$ cat config.mk
export PLATFORM = sky130hd
export DESIGN_NAME = acr_clock_tree
export DESIGN_NICKNAME = d
export VERILOG_FILES = /design/src/inc/acr_pkg.sv /design/src/hw/acr_tick_div.sv /design/src/hw/acr_clock_tree.sv
export SDC_FILE = /design/constraint.sdc
export NUM_CORES = 1
export LEC_CHECK = 0
export ABC_AREA = 1
export CAP_MARGIN = 20
export CORE_MARGIN = 8
export CORE_UTILIZATION = 55
export CTS_CLUSTER_SIZE = 20
export DETAILED_ROUTE_END_ITERATION = 16
export DONT_BUFFER_PORTS = 1
export PLACE_DENSITY_LB_ADDON = 0.05
export SLEW_MARGIN = 5
export SYNTH_ARGS = -nofsm -noshare
export SYNTH_HDL_FRONTEND = slang
export SYNTH_SLANG_ARGS = --single-unit
export TNS_END_PERCENT = 50
$ cat constraint.sdc
create_clock -name clk_sys -period 6.22 [get_ports clk_sys]
set_input_delay 1.244 -clock clk_sys [delete_from_list [all_inputs] [get_ports clk_sys]]
set_output_delay 1.244 -clock clk_sys [all_outputs]
set_load 0.05 [all_outputs]
$ cat src/inc/acr_pkg.sv
// Constants, register map and field layout of the converter clock tree.
// Assumes a 50 MHz system clock and a 32-bit Avalon-MM register port.
package acr_pkg;
	// Clock and timing
	localparam int CLK_SYS_MHZ = 50;
	localparam int XTAL_STARTUP_MS = 5;
	localparam int XTAL_STARTUP_CYCLES = XTAL_STARTUP_MS * 1000 * CLK_SYS_MHZ;

	// Register byte offsets
	localparam logic [3:0] OFS_CLOCK_CONFIG_ONE = 4'h0;
	localparam logic [3:0] OFS_CLOCK_CONFIG_TWO = 4'h4;
	localparam logic [3:0] OFS_CHANNEL_POWER = 4'h8;
	localparam logic [3:0] OFS_CLOCK_STATUS = 4'hc;

	// Clock config one fields
	localparam int MDIV_LSB = 0;
	localparam int XTAL_EN_BIT = 6;
	localparam int CLK_SRC_BIT = 7;
	// Clock config two fields
	localparam int OSR_LSB = 0;
	localparam int MODDIV_LSB = 4;
	// Status fields
	localparam int ST_OSC_READY_BIT = 0;
	localparam int ST_SERIAL_OK_BIT = 1;
	localparam int ST_MODE_LSB = 2;
	localparam int ST_REFUSED_BIT = 4;
	localparam int ST_RUNNING_BIT = 5;

	// Reset values
	localparam logic [7:0] RST_CLOCK_CONFIG_ONE = 8'h08;
	localparam logic [7:0] RST_CLOCK_CONFIG_TWO = 8'h86;
	localparam logic [3:0] RST_CHANNEL_POWER = 4'h0;

	localparam int NUM_CHANNELS = 4;
	localparam int DIV_W = 13;

	// Interface modes seen on the mode pins
	typedef enum logic [1:0] {
		ACR_MODE_ASYNC_IRQ = 2'h0,
		ACR_MODE_SYNC_MASTER = 2'h1,
		ACR_MODE_SYNC_SLAVE = 2'h2
	} acr_mode_t;

	// 3-bit divider code to factor: 0 and 1 give 2, otherwise 2 x code
	function automatic logic [DIV_W-1:0] acr_div_factor(input logic [2:0] code);
		acr_div_factor = (code < 3'h2) ? 13'h0002 : {9'h000, code, 1'b0};
	endfunction

	// Oversampling ratio for each 4-bit code
	function automatic logic [DIV_W-1:0] acr_osr_factor(input logic [3:0] code);
		unique case (code)
			4'h0: acr_osr_factor = 13'h1000;
			4'h1: acr_osr_factor = 13'h0800;
			4'h2: acr_osr_factor = 13'h0400;
			4'h3: acr_osr_factor = 13'h0320;
			4'h4: acr_osr_factor = 13'h0300;
			4'h5: acr_osr_factor = 13'h0200;
			4'h6: acr_osr_factor = 13'h0190;
			4'h7: acr_osr_factor = 13'h0180;
			4'h8: acr_osr_factor = 13'h0100;
			4'h9: acr_osr_factor = 13'h00c8;
			4'ha: acr_osr_factor = 13'h00c0;
			4'hb: acr_osr_factor = 13'h0080;
			4'hc: acr_osr_factor = 13'h0060;
			4'hd: acr_osr_factor = 13'h0040;
			4'he: acr_osr_factor = 13'h0030;
			4'hf: acr_osr_factor = 13'h0020;
		endcase
	endfunction
endpackage

$ cat src/hw/acr_tick_div.sv
// Divides a stream of one-cycle ticks by a run-time factor.
// Assumes the factor is at least 1 and the ticks are synchronous to clk_sys.
`timescale 1ns/100ps
module acr_tick_div (
	// Clock and reset
	input wire logic clk_sys,
	input wire logic srst,
	// Control
	input wire logic clear,
	input wire logic [12:0] divisor,
	// Ticks
	input wire logic tickIn,
	output logic tickOut
);
	import acr_pkg::*;

	logic [DIV_W-1:0] count;
	wire logic [DIV_W-1:0] lastCount = divisor - 13'h0001;
	// Wrap also past the end, in case the factor shrank mid-count
	wire logic atEnd = (count >= lastCount);

	always_ff @(posedge clk_sys) begin
		if (srst || clear) begin
			count <= '0;
			tickOut <= 1'b0;
		end else begin
			tickOut <= tickIn && atEnd;
			if (tickIn) begin
				count <= atEnd ? '0 : count + 13'h0001;
			end
		end
	end
endmodule

$ cat src/hw/acr_clock_tree.sv
// Clock tree and rate select of a multichannel delta-sigma converter.
// Pins are sampled on clk_sys, so the master and serial clocks must run well below 25 MHz.
// Derived clocks are one-cycle ticks on clk_sys, not separate clock nets.
`timescale 1ns/100ps

module acr_clock_tree #(
	parameter int XTAL_STARTUP = acr_pkg::XTAL_STARTUP_CYCLES
) (
	// Clock and reset
	input wire logic clk_sys,
	input wire logic srst,
	// Avalon-MM register slave
	input wire logic [3:0] avs_address,
	input wire logic avs_read,
	input wire logic avs_write,
	input wire logic [3:0] avs_byteenable,
	input wire logic [31:0] avs_writedata,
	output logic [31:0] avs_readdata,
	output logic avs_waitrequest,
	// Clock pins
	input wire logic oscillatorInPin,
	output logic oscillatorOutPin,
	output logic oscillatorOutOe,
	input wire logic serialClockIn,
	output logic serialClockOut,
	output logic serialClockOe,
	input wire logic [1:0] interfaceModePin,
	// Derived timing
	output logic systemClockTick,
	output logic modulatorClockTick,
	output logic [acr_pkg::NUM_CHANNELS-1:0] channelSample,
	output logic conversionReady
);
	import acr_pkg::*;

	// Pin synchronisers: a level counts once stages two and three agree
	localparam int NPIN = 4;
	wire logic [NPIN-1:0] pinRaw = {interfaceModePin, serialClockIn, oscillatorInPin};
	logic [NPIN-1:0] pinStable;
	logic [NPIN-1:0] pinRise;

	genvar gi;
	generate
		for (gi = 0; gi < NPIN; gi++) begin : g_pin
			// Local flops so each vector has a single driver
			logic s1, s2, s3, stable, rise;
			always_ff @(posedge clk_sys) begin
				if (srst) begin
					s1 <= 1'b0;
					s2 <= 1'b0;
					s3 <= 1'b0;
					stable <= 1'b0;
					rise <= 1'b0;
				end else begin
					s1 <= pinRaw[gi];
					s2 <= s1;
					s3 <= s2;
					if (s2 == s3) begin
						stable <= s2;
					end
					rise <= (s2 == s3) && s2 && !stable;
				end
			end
			assign pinStable[gi] = stable;
			assign pinRise[gi] = rise;
		end
	endgenerate

	wire logic oscEdge = pinRise[0];
	wire logic serialEdge = pinRise[1];
	wire logic [1:0] modeCode = pinStable[3:2];
	wire logic masterMode = (modeCode == ACR_MODE_SYNC_MASTER);
	wire logic slaveMode = (modeCode == ACR_MODE_SYNC_SLAVE);

	// Registers
	logic [7:0] clockConfigOne;
	logic [7:0] clockConfigTwo;
	logic [NUM_CHANNELS-1:0] channelPower;
	logic changeRefused;
	logic busAck;

	wire logic [2:0] masterDivCode = clockConfigOne[MDIV_LSB +: 3];
	wire logic crystalEnable = clockConfigOne[XTAL_EN_BIT];
	wire logic sourceSerial = clockConfigOne[CLK_SRC_BIT];
	wire logic [3:0] osrCode = clockConfigTwo[OSR_LSB +: 4];
	wire logic [2:0] modDivCode = clockConfigTwo[MODDIV_LSB +: 3];
	wire logic anyChannelOn = |channelPower;

	// Bus decode: one wait state, write lands on the acknowledging edge
	wire logic busReq = avs_read || avs_write;
	wire logic wrStrobe = avs_write && busAck && avs_byteenable[0];
	wire logic wrOne = wrStrobe && (avs_address == OFS_CLOCK_CONFIG_ONE);
	wire logic wrTwo = wrStrobe && (avs_address == OFS_CLOCK_CONFIG_TWO);
	wire logic wrPower = wrStrobe && (avs_address == OFS_CHANNEL_POWER);
	wire logic wrStatus = wrStrobe && (avs_address == OFS_CLOCK_STATUS);
	wire logic clockWriteBusy = (wrOne || wrTwo) && anyChannelOn;
	wire logic clrRefused = wrStatus && avs_writedata[ST_REFUSED_BIT];

	assign avs_waitrequest = busReq && !busAck;

	// Crystal start-up timer
	logic [17:0] startupCount;
	logic oscReady;
	wire logic startupDone = (startupCount >= 18'(XTAL_STARTUP));

	wire logic [7:0] statusByte = {2'h0, systemClockTick || modulatorClockTick, changeRefused,
		modeCode, sourceSerial && slaveMode, oscReady};
	logic [7:0] readByte;
	always_comb begin
		unique case (avs_address)
			OFS_CLOCK_CONFIG_ONE: readByte = clockConfigOne;
			OFS_CLOCK_CONFIG_TWO: readByte = clockConfigTwo;
			OFS_CHANNEL_POWER: readByte = {4'h0, channelPower};
			OFS_CLOCK_STATUS: readByte = statusByte;
			default: readByte = 8'h00;
		endcase
	end

	always_ff @(posedge clk_sys) begin
		if (srst) begin
			busAck <= 1'b0;
			avs_readdata <= 32'h0000_0000;
		end else begin
			busAck <= busReq && !busAck;
			if (avs_read && !busAck) begin
				avs_readdata <= {24'h00_0000, readByte};
			end
		end
	end

	always_ff @(posedge clk_sys) begin
		if (srst) begin
			clockConfigOne <= RST_CLOCK_CONFIG_ONE;
			clockConfigTwo <= RST_CLOCK_CONFIG_TWO;
			channelPower <= RST_CHANNEL_POWER;
			changeRefused <= 1'b0;
		end else begin
			if (wrOne && !anyChannelOn) begin
				clockConfigOne <= avs_writedata[7:0];
			end
			if (wrTwo && !anyChannelOn) begin
				clockConfigTwo <= avs_writedata[7:0];
			end
			if (wrPower) begin
				channelPower <= avs_writedata[NUM_CHANNELS-1:0];
			end
			// Set wins over a clear in the same cycle
			changeRefused <= clockWriteBusy || (changeRefused && !clrRefused);
		end
	end

	always_ff @(posedge clk_sys) begin
		if (srst) begin
			startupCount <= '0;
			oscReady <= 1'b0;
			oscillatorOutPin <= 1'b0;
			oscillatorOutOe <= 1'b0;
		end else begin
			oscillatorOutOe <= crystalEnable;
			oscillatorOutPin <= crystalEnable && !pinStable[0];
			if (!crystalEnable) begin
				startupCount <= '0;
			end else if (!startupDone) begin
				startupCount <= startupCount + 18'h00001;
			end
			oscReady <= !crystalEnable || startupDone;
		end
	end

	wire logic oscPathTick;
	acr_tick_div u_master_div (
		.clk_sys(clk_sys),
		.srst(srst),
		.clear(1'b0),
		.divisor(acr_div_factor(masterDivCode)),
		.tickIn(oscEdge && !sourceSerial),
		.tickOut(oscPathTick)
	);

	// serial path only in slave mode
	logic serialPathTick;
	always_ff @(posedge clk_sys) begin
		if (srst) begin
			serialPathTick <= 1'b0;
		end else begin
			serialPathTick <= serialEdge && sourceSerial && slaveMode;
		end
	end

	assign systemClockTick = sourceSerial ? serialPathTick : oscPathTick;

	always_ff @(posedge clk_sys) begin
		if (srst) begin
			serialClockOut <= 1'b0;
			serialClockOe <= 1'b0;
		end else begin
			serialClockOe <= masterMode;
			if (!masterMode) begin
				serialClockOut <= 1'b0;
			end else if (systemClockTick) begin
				serialClockOut <= !serialClockOut;
			end
		end
	end

	// modulator divider, held clear while idle
	acr_tick_div u_mod_div (
		.clk_sys(clk_sys),
		.srst(srst),
		.clear(!anyChannelOn),
		.divisor(acr_div_factor(modDivCode)),
		.tickIn(systemClockTick),
		.tickOut(modulatorClockTick)
	);

	// one rate divider for all channels
	wire logic dataTick;
	acr_tick_div u_osr_div (
		.clk_sys(clk_sys),
		.srst(srst),
		.clear(!anyChannelOn),
		.divisor(acr_osr_factor(osrCode)),
		.tickIn(modulatorClockTick),
		.tickOut(dataTick)
	);

	assign channelSample = channelPower & {NUM_CHANNELS{modulatorClockTick}};
	assign conversionReady = dataTick;
endmodule

Yosys cells after proc, flatten, opt, wreduce, memory -nomap -nowiden. Memories as Yosys holds them, arrays and structs flattened. A register that Yosys moved wholly into a read port is not among the register bits. Index checks and enable logic that the tools add are counted.

Output and inout port bits: 44. Memories: 1. Memory bits (read-only): 160. Input bits: 48. Register bits: 114.

Memory list: (name not given) (depth 16, bits a word 10, rd ports 1, clocked after memory_dff 1, wr ports 0, line acr_pkg.sv:51) `unique case (code)`.

$lt $le $gt $ge: 6. Equality and inequality tests: 9. Add/sub/neg operators: 7. Muxes and demuxes: 9. Reduce and logical (&&, ||, !) cells: 43. Bitwise operators: 3.

Operators with widths (count): $add A13 B1 Y13 const B (3); $ge A13 B13 Y1 (3); $mux W13 (3); $pmux W8 S4 (1); $logic_and A1 B1 Y1 (25); $add A18 B1 Y18 const B (1); $ge A18 B18 Y1 const B (1); $mux W4 (4); $sub A13 B1 Y13 const B (1); $sub A4 B1 Y5 const B (2); $eq A4 B4 Y1 const B (2); $logic_not A1 Y1 (8); $logic_or A1 B1 Y1 (6); $lt A3 B2 Y1 const B (2); $and A4 B4 Y4 (1); $eq A1 B1 Y1 (4); $eq A4 B3 Y1 const B (1); $logic_not A4 Y1 (1); $reduce_or A2 Y1 (2); $reduce_or A4 Y1 (1); $eq A2 B1 Y1 const B (1); $eq A2 B2 Y1 const B (1); $not A1 Y1 (2); $mux W1 (1).

Depth between registers and ports, before layout.
Word-level depth: 7. Depth in mapped cells: 18.

Modules after synthesis. From an unflattened synthesis, not the netlist that was laid out.

Cell total of the unflattened synthesis: 997. Area, all modules: 7387.1 µm².

Modules (own cells, without submodules): acr_clock_tree (seq. area each 1641.6 µm², cells each 515, times used 1, area an instance 3886.2 µm²); acr_tick_div at u_mod_div ... (seq. area each 280.3 µm², cells each 160, times used 2, area an instance 1162.4 µm²); acr_tick_div at u_master_div (seq. area each 280.3 µm², cells each 162, times used 1, area an instance 1176.1 µm²).

Worst setup path before layout. No wires, ideal clock.

Path type: input to output. From: input avs_write. To: output avs_waitrequest. Path slack: 3.050 ns. Data arrival time: 1.926 ns. Stages on the path: 2. Cells stage by stage: nor2_1 > nor2_1.

Cells in the longest elaborated chain, start to end: 2.

RTL lines: start: declaration (line acr_clock_tree.sv:15) `input wire logic avs_write,`; $logic_or A1 B1 Y1 (line acr_clock_tree.sv:90) `wire logic busReq = avs_read || avs_write;`; $logic_and A1 B1 Y1 (line acr_clock_tree.sv:99) `assign avs_waitrequest = busReq && !busAck;`; end: declaration (line acr_clock_tree.sv:19) `output logic avs_waitrequest,`.

Every way passes these cells.

Worst setup path in the final report.
From: register u_mod_div.tickOut. To: output channelSample[3] (netlist bit).

Cells in the longest elaborated chain, start to end: 1.

RTL lines: start: declaration (line acr_tick_div.sv:13) `output logic tickOut`; start signal: assignment (line acr_tick_div.sv:27) `tickOut <= tickIn && atEnd;`; $and A4 B4 Y4 (line acr_clock_tree.sv:227) `assign channelSample = channelPower & {NUM_CHANNELS{modulatorClockTick}};`; end: declaration (line acr_clock_tree.sv:31) `output logic [acr_pkg::NUM_CHANNELS-1:0] channelSample,`.

Every way passes these cells.

==> flow_metrics.py <==
metrics = {
    "status": {
        "outcome": "complete, no violations",
    },
    "yosys": {
        "syn_inst_count": 838,
        "ys_seq_area_frac": 0.399,
        "yosysUniqueCellTypes": 37,
        "yosys_register_bits": 124,
        "yosysTopAreaCellShare": 0.399,
        "yosys_warns": 0,
        "synth_top_area_cell": "sky130_fd_sc_hd__dfxtp_1",
        "mappedNetlistArea_um2": 6220,
        "post_synth_main_area_contributors": "sky130_fd_sc_hd__dfxtp_1, sky130_fd_sc_hd__nand2_1, sky130_fd_sc_hd__ha_1",
        "synth.avg_cell_area_um2": 7.43,
    },
    "timing": {
        "drv_slew": 0,
        "rsz0062_at_grt": "no",
        "timing.final.crit_period_ps": 3270,
        "clock_skew_ps": 14.2,
        "timing.final.hold_violations": 0,
        "maxSlewHeadroom": 0.282,
        "max_freq_ghz": 0.306,
        "max_slew.worst_pin.slew_ps": 1080,
        "setup_violations": 0,
        "fin_tns_setup_ps": 0,
        "min_period_over_period": 0.526,
    },
    "place": {
        "io_buffers": 0,
        "final_weighted_congestion_in_routability_driven_placement": 0.880,
        "dpl.hpwl_um": 9440,
    },
    "floorplan": {
        "die_y_um": 122,
        "floorplan.die.width_um": 122,
        "placementRows": 39,
        "ios": 92,
        "die_area_um2": 15000,
        "core-area_um2": 11200,
        "initial_core_util": 0.555,
    },
    "power": {
        "power_leakage_nw": 2.88,
        "power_mw": 1.85,
        "vdd_ir_drop_max_mv": 0.298,
        "power.density_nw_per_um2": 269,
    },
    "global_routing": {
        "grt_antenna_before_repair": 0,
        "track_usage": 0.180,
        "first_global_vias": 4877,
        "grt_first_pass_wirelength_um": 21700,
        "globalRoute.totalOverflow": 0,
        "grt_start_max_net_pins": 34,
    },
    "clocking": {
        "post_cts_resized": 0,
        "cts_num_sinks": 124,
        "post_cts_buffers": 0,
        "cts_hold_buf": 0,
        "clock_path_buffers": 2,
        "clk_latency_ps": 420,
        "cts_htree_levels": 4,
        "cts_tree": "done",
        "numCtsBuffers": 17,
        "clkSlewWorstSetupHoldPaths_ps": 60,
        "clock-root-buffer": "sky130_fd_sc_hd__clkbuf_16",
    },
    "routing": {
        "postRouteWirelength_um": 12900,
        "routedWlPerCell_um": 12.8,
        "routed_via_density": 5.08,
        "first_iter_violations": 288,
        "vias": 5102,
        "drc": 0,
        "ant_nets": 0,
        "drtPass1Iterations": 5,
    },
    "final_layout": {
        "areaGrowthSynthToFinish_pct": 10.3,
        "layout.area.seq_um2": 2480,
        "fillCellCount": 1045,
        "post-route-util": 0.612,
        "n_diodes": 0,
        "most_used_cells_in_the_layout_excluding_fill_and_tap_cells": "sky130_fd_sc_hd__nand2_1, sky130_fd_sc_hd__dfxtp_1, sky130_fd_sc_hd__nor2_1",
        "layout_commonest_cell": "sky130_fd_sc_hd__nand2_1",
        "drive_above_1_share": 0.0650,
        "multiInputGateArea_um2": 3180,
        "layout.nets": 934,
    },
    "worst_setup_path": {
        "critical_path_depth": 2,
        "critPathTopFamily": "flip-flops",
        "critical_path_arrival_ps": 2030,
        "worstPathRequired_ps": 4980,
        "crit_path_top_delay_cell": "sky130_fd_sc_hd__dfxtp_1",
        "worst_r2r_startpoint": "u_osr_div.divisor[3]",
        "end_kind": "output port",
        "crit_buf_inv": 1,
        "rr_endpoint": "u_osr_div.count[4]",
        "crit_path_max_incr_delay_ps": 1030,
        "r2r.worst_path.cells": 16,
        "setup.reg_to_reg.worst_slack_ps": 3430,
        "crit_type": "reg -> out",
        "worstPathMaxFanout": 13,
        "worstSetupStartpointType": "flop",
        "critical_path.cell_chain": "nand2_1 > inv_1",
    },
    "worst_hold_path": {
        "hold_path_startpoint": "g_pin[3].s1",
        "worst_hold_path.num_cells": 2,
        "min_delay_worst_endpoint": "g_pin[3].s2",
        "hold_class": "reg -> reg",
    },
    "flow_run": {
        "maxCapViolations": 0,
    },
}
-- area by class of cell --
| type | instances | area share |
|---|---|---|
| Clock buffer | 19 | 0.0660 |
| Tap cell | 143 | 0.0261 |
| Clock inverter | 13 | 0.0206 |
| Sequential cell | 124 | 0.362 |
| Inverter | 114 | 0.0623 |
| Multi-Input combinational cell | 591 | 0.462 |
| Timing Repair Buffer | 1 | 0.00109 |
-- report_power, final --
| group | leakage (nW) | internal (mW) | switching (mW) |
|---|---|---|---|
| Clock | 0.285 | 0.611 | 0.362 |
| Combinational | 1.60 | 0.00994 | 0.0568 |
| Sequential | 1.00 | 0.801 | 0.00467 |
| Total | 2.88 | 1.42 | 0.424 |
-- synth_stat cells --
master,instances
sky130_fd_sc_hd__a21oi_1,47
sky130_fd_sc_hd__nand2_1,164
sky130_fd_sc_hd__a31oi_1,2
sky130_fd_sc_hd__o22ai_1,9
sky130_fd_sc_hd__nor2_1,116
sky130_fd_sc_hd__a41o_1,1
sky130_fd_sc_hd__a21boi_0,3
sky130_fd_sc_hd__or2_2,1
sky130_fd_sc_hd__dfxtp_1,124
sky130_fd_sc_hd__nand3_2,3
sky130_fd_sc_hd__o21ai_1,1
sky130_fd_sc_hd__nor2_4,5
sky130_fd_sc_hd__nand4_1,15
sky130_fd_sc_hd__ha_1,37
sky130_fd_sc_hd__o211ai_1,3
sky130_fd_sc_hd__clkinv_1,2
sky130_fd_sc_hd__nand3_1,37
sky130_fd_sc_hd__nand3_4,1
sky130_fd_sc_hd__mux2i_1,2
sky130_fd_sc_hd__xnor2_1,12
sky130_fd_sc_hd__o21ai_0,38
sky130_fd_sc_hd__nor2_8,1
sky130_fd_sc_hd__nor3b_1,1
sky130_fd_sc_hd__a31o_2,1
sky130_fd_sc_hd__clkbuf_1,7
sky130_fd_sc_hd__and2_1,1
sky130_fd_sc_hd__nor2_2,2
sky130_fd_sc_hd__buf_2,3
sky130_fd_sc_hd__inv_2,3
sky130_fd_sc_hd__nor3_1,22
sky130_fd_sc_hd__buf_4,27
sky130_fd_sc_hd__nand2_4,1
sky130_fd_sc_hd__inv_1,109
sky130_fd_sc_hd__nand2_2,4
sky130_fd_sc_hd__conb_1,2
sky130_fd_sc_hd__xor2_1,30
sky130_fd_sc_hd__nor3_4,1
-- worst max-delay path by stage --
stage | startpoint | end | slack, ps
after global routing | u_mod_div.tickOut | channelSample[3] | 2800
after global placement | avs_write | avs_waitrequest | 3020
after CTS | u_mod_div.tickOut | channelSample[3] | 2870
final | u_mod_div.tickOut | channelSample[3] | 2950
after detailed placement | avs_write | avs_waitrequest | 3010
after floorplan | avs_write | avs_waitrequest | 3050
-- per-layer routing --
| metal | part of all wire | up-vias | track usage |
|---|---|---|---|
| met3 | 0.044 | 29 | 0.0478 |
| met5 | 0 | - | 0 |
| li1 | - | 2649 | - |
| met4 | 0.028 | 0 | 0.0914 |
| met1 | 0.45 | 2325 | 0.212 |
| met2 | 0.48 | 99 | 0.299 |
-- metrics by stage --
step           std cells  instance area, um^2  setup WS [ps]  hold WS [ps]
3_3_place_gp         973                 6270           3020           392
3_5_place_dp         973                 6270           3010           392
6_report            1005                 6870           2950           400
5_1_grt             1005                 6870           2800           419
4_1_cts             1005                 6870           2870           400
2_1_floorplan        866                 6330           3050           388
-- worst reg2reg max path, delay by kind of cell, from the launching register on --
family	cells	cell delay, ps
compound gates	1	190
xor+xnor	1	110
simple gates	11	1420
flops	1	320
buf+inv	1	100
fa+ha+maj	2	510
-- flip-flops by register name, summed over array words and instances, names as in the netlist, 8 cells and up --
name                flops
clockConfigOne          8
startupCount           18
clockConfigTwo          8
avs_readdata            8
u_osr_div.divisor      10
u_osr_div.count        13
u_mod_div.count        13
u_master_div.count     13
-- cell families (layout without fill, tap and decap cells) --
family / count (synthesis) / in the layout / synth area share
flip-flops: 124 / 124 / 0.399
buffers and inverters: 151 / 147 / 0.108
adder cells (fa/ha/maj): 37 / 37 / 0.0744
other: 2 / 30 / 0.00121
XOR/XNOR: 42 / 42 / 0.0591
AND/OR/NAND/NOR: 375 / 375 / 0.265
multiplexers: 2 / 2 / 0.00322
AO/OA/AOI/OAI: 105 / 105 / 0.0905
Note: power is estimated with default switching activity, not from simulation.
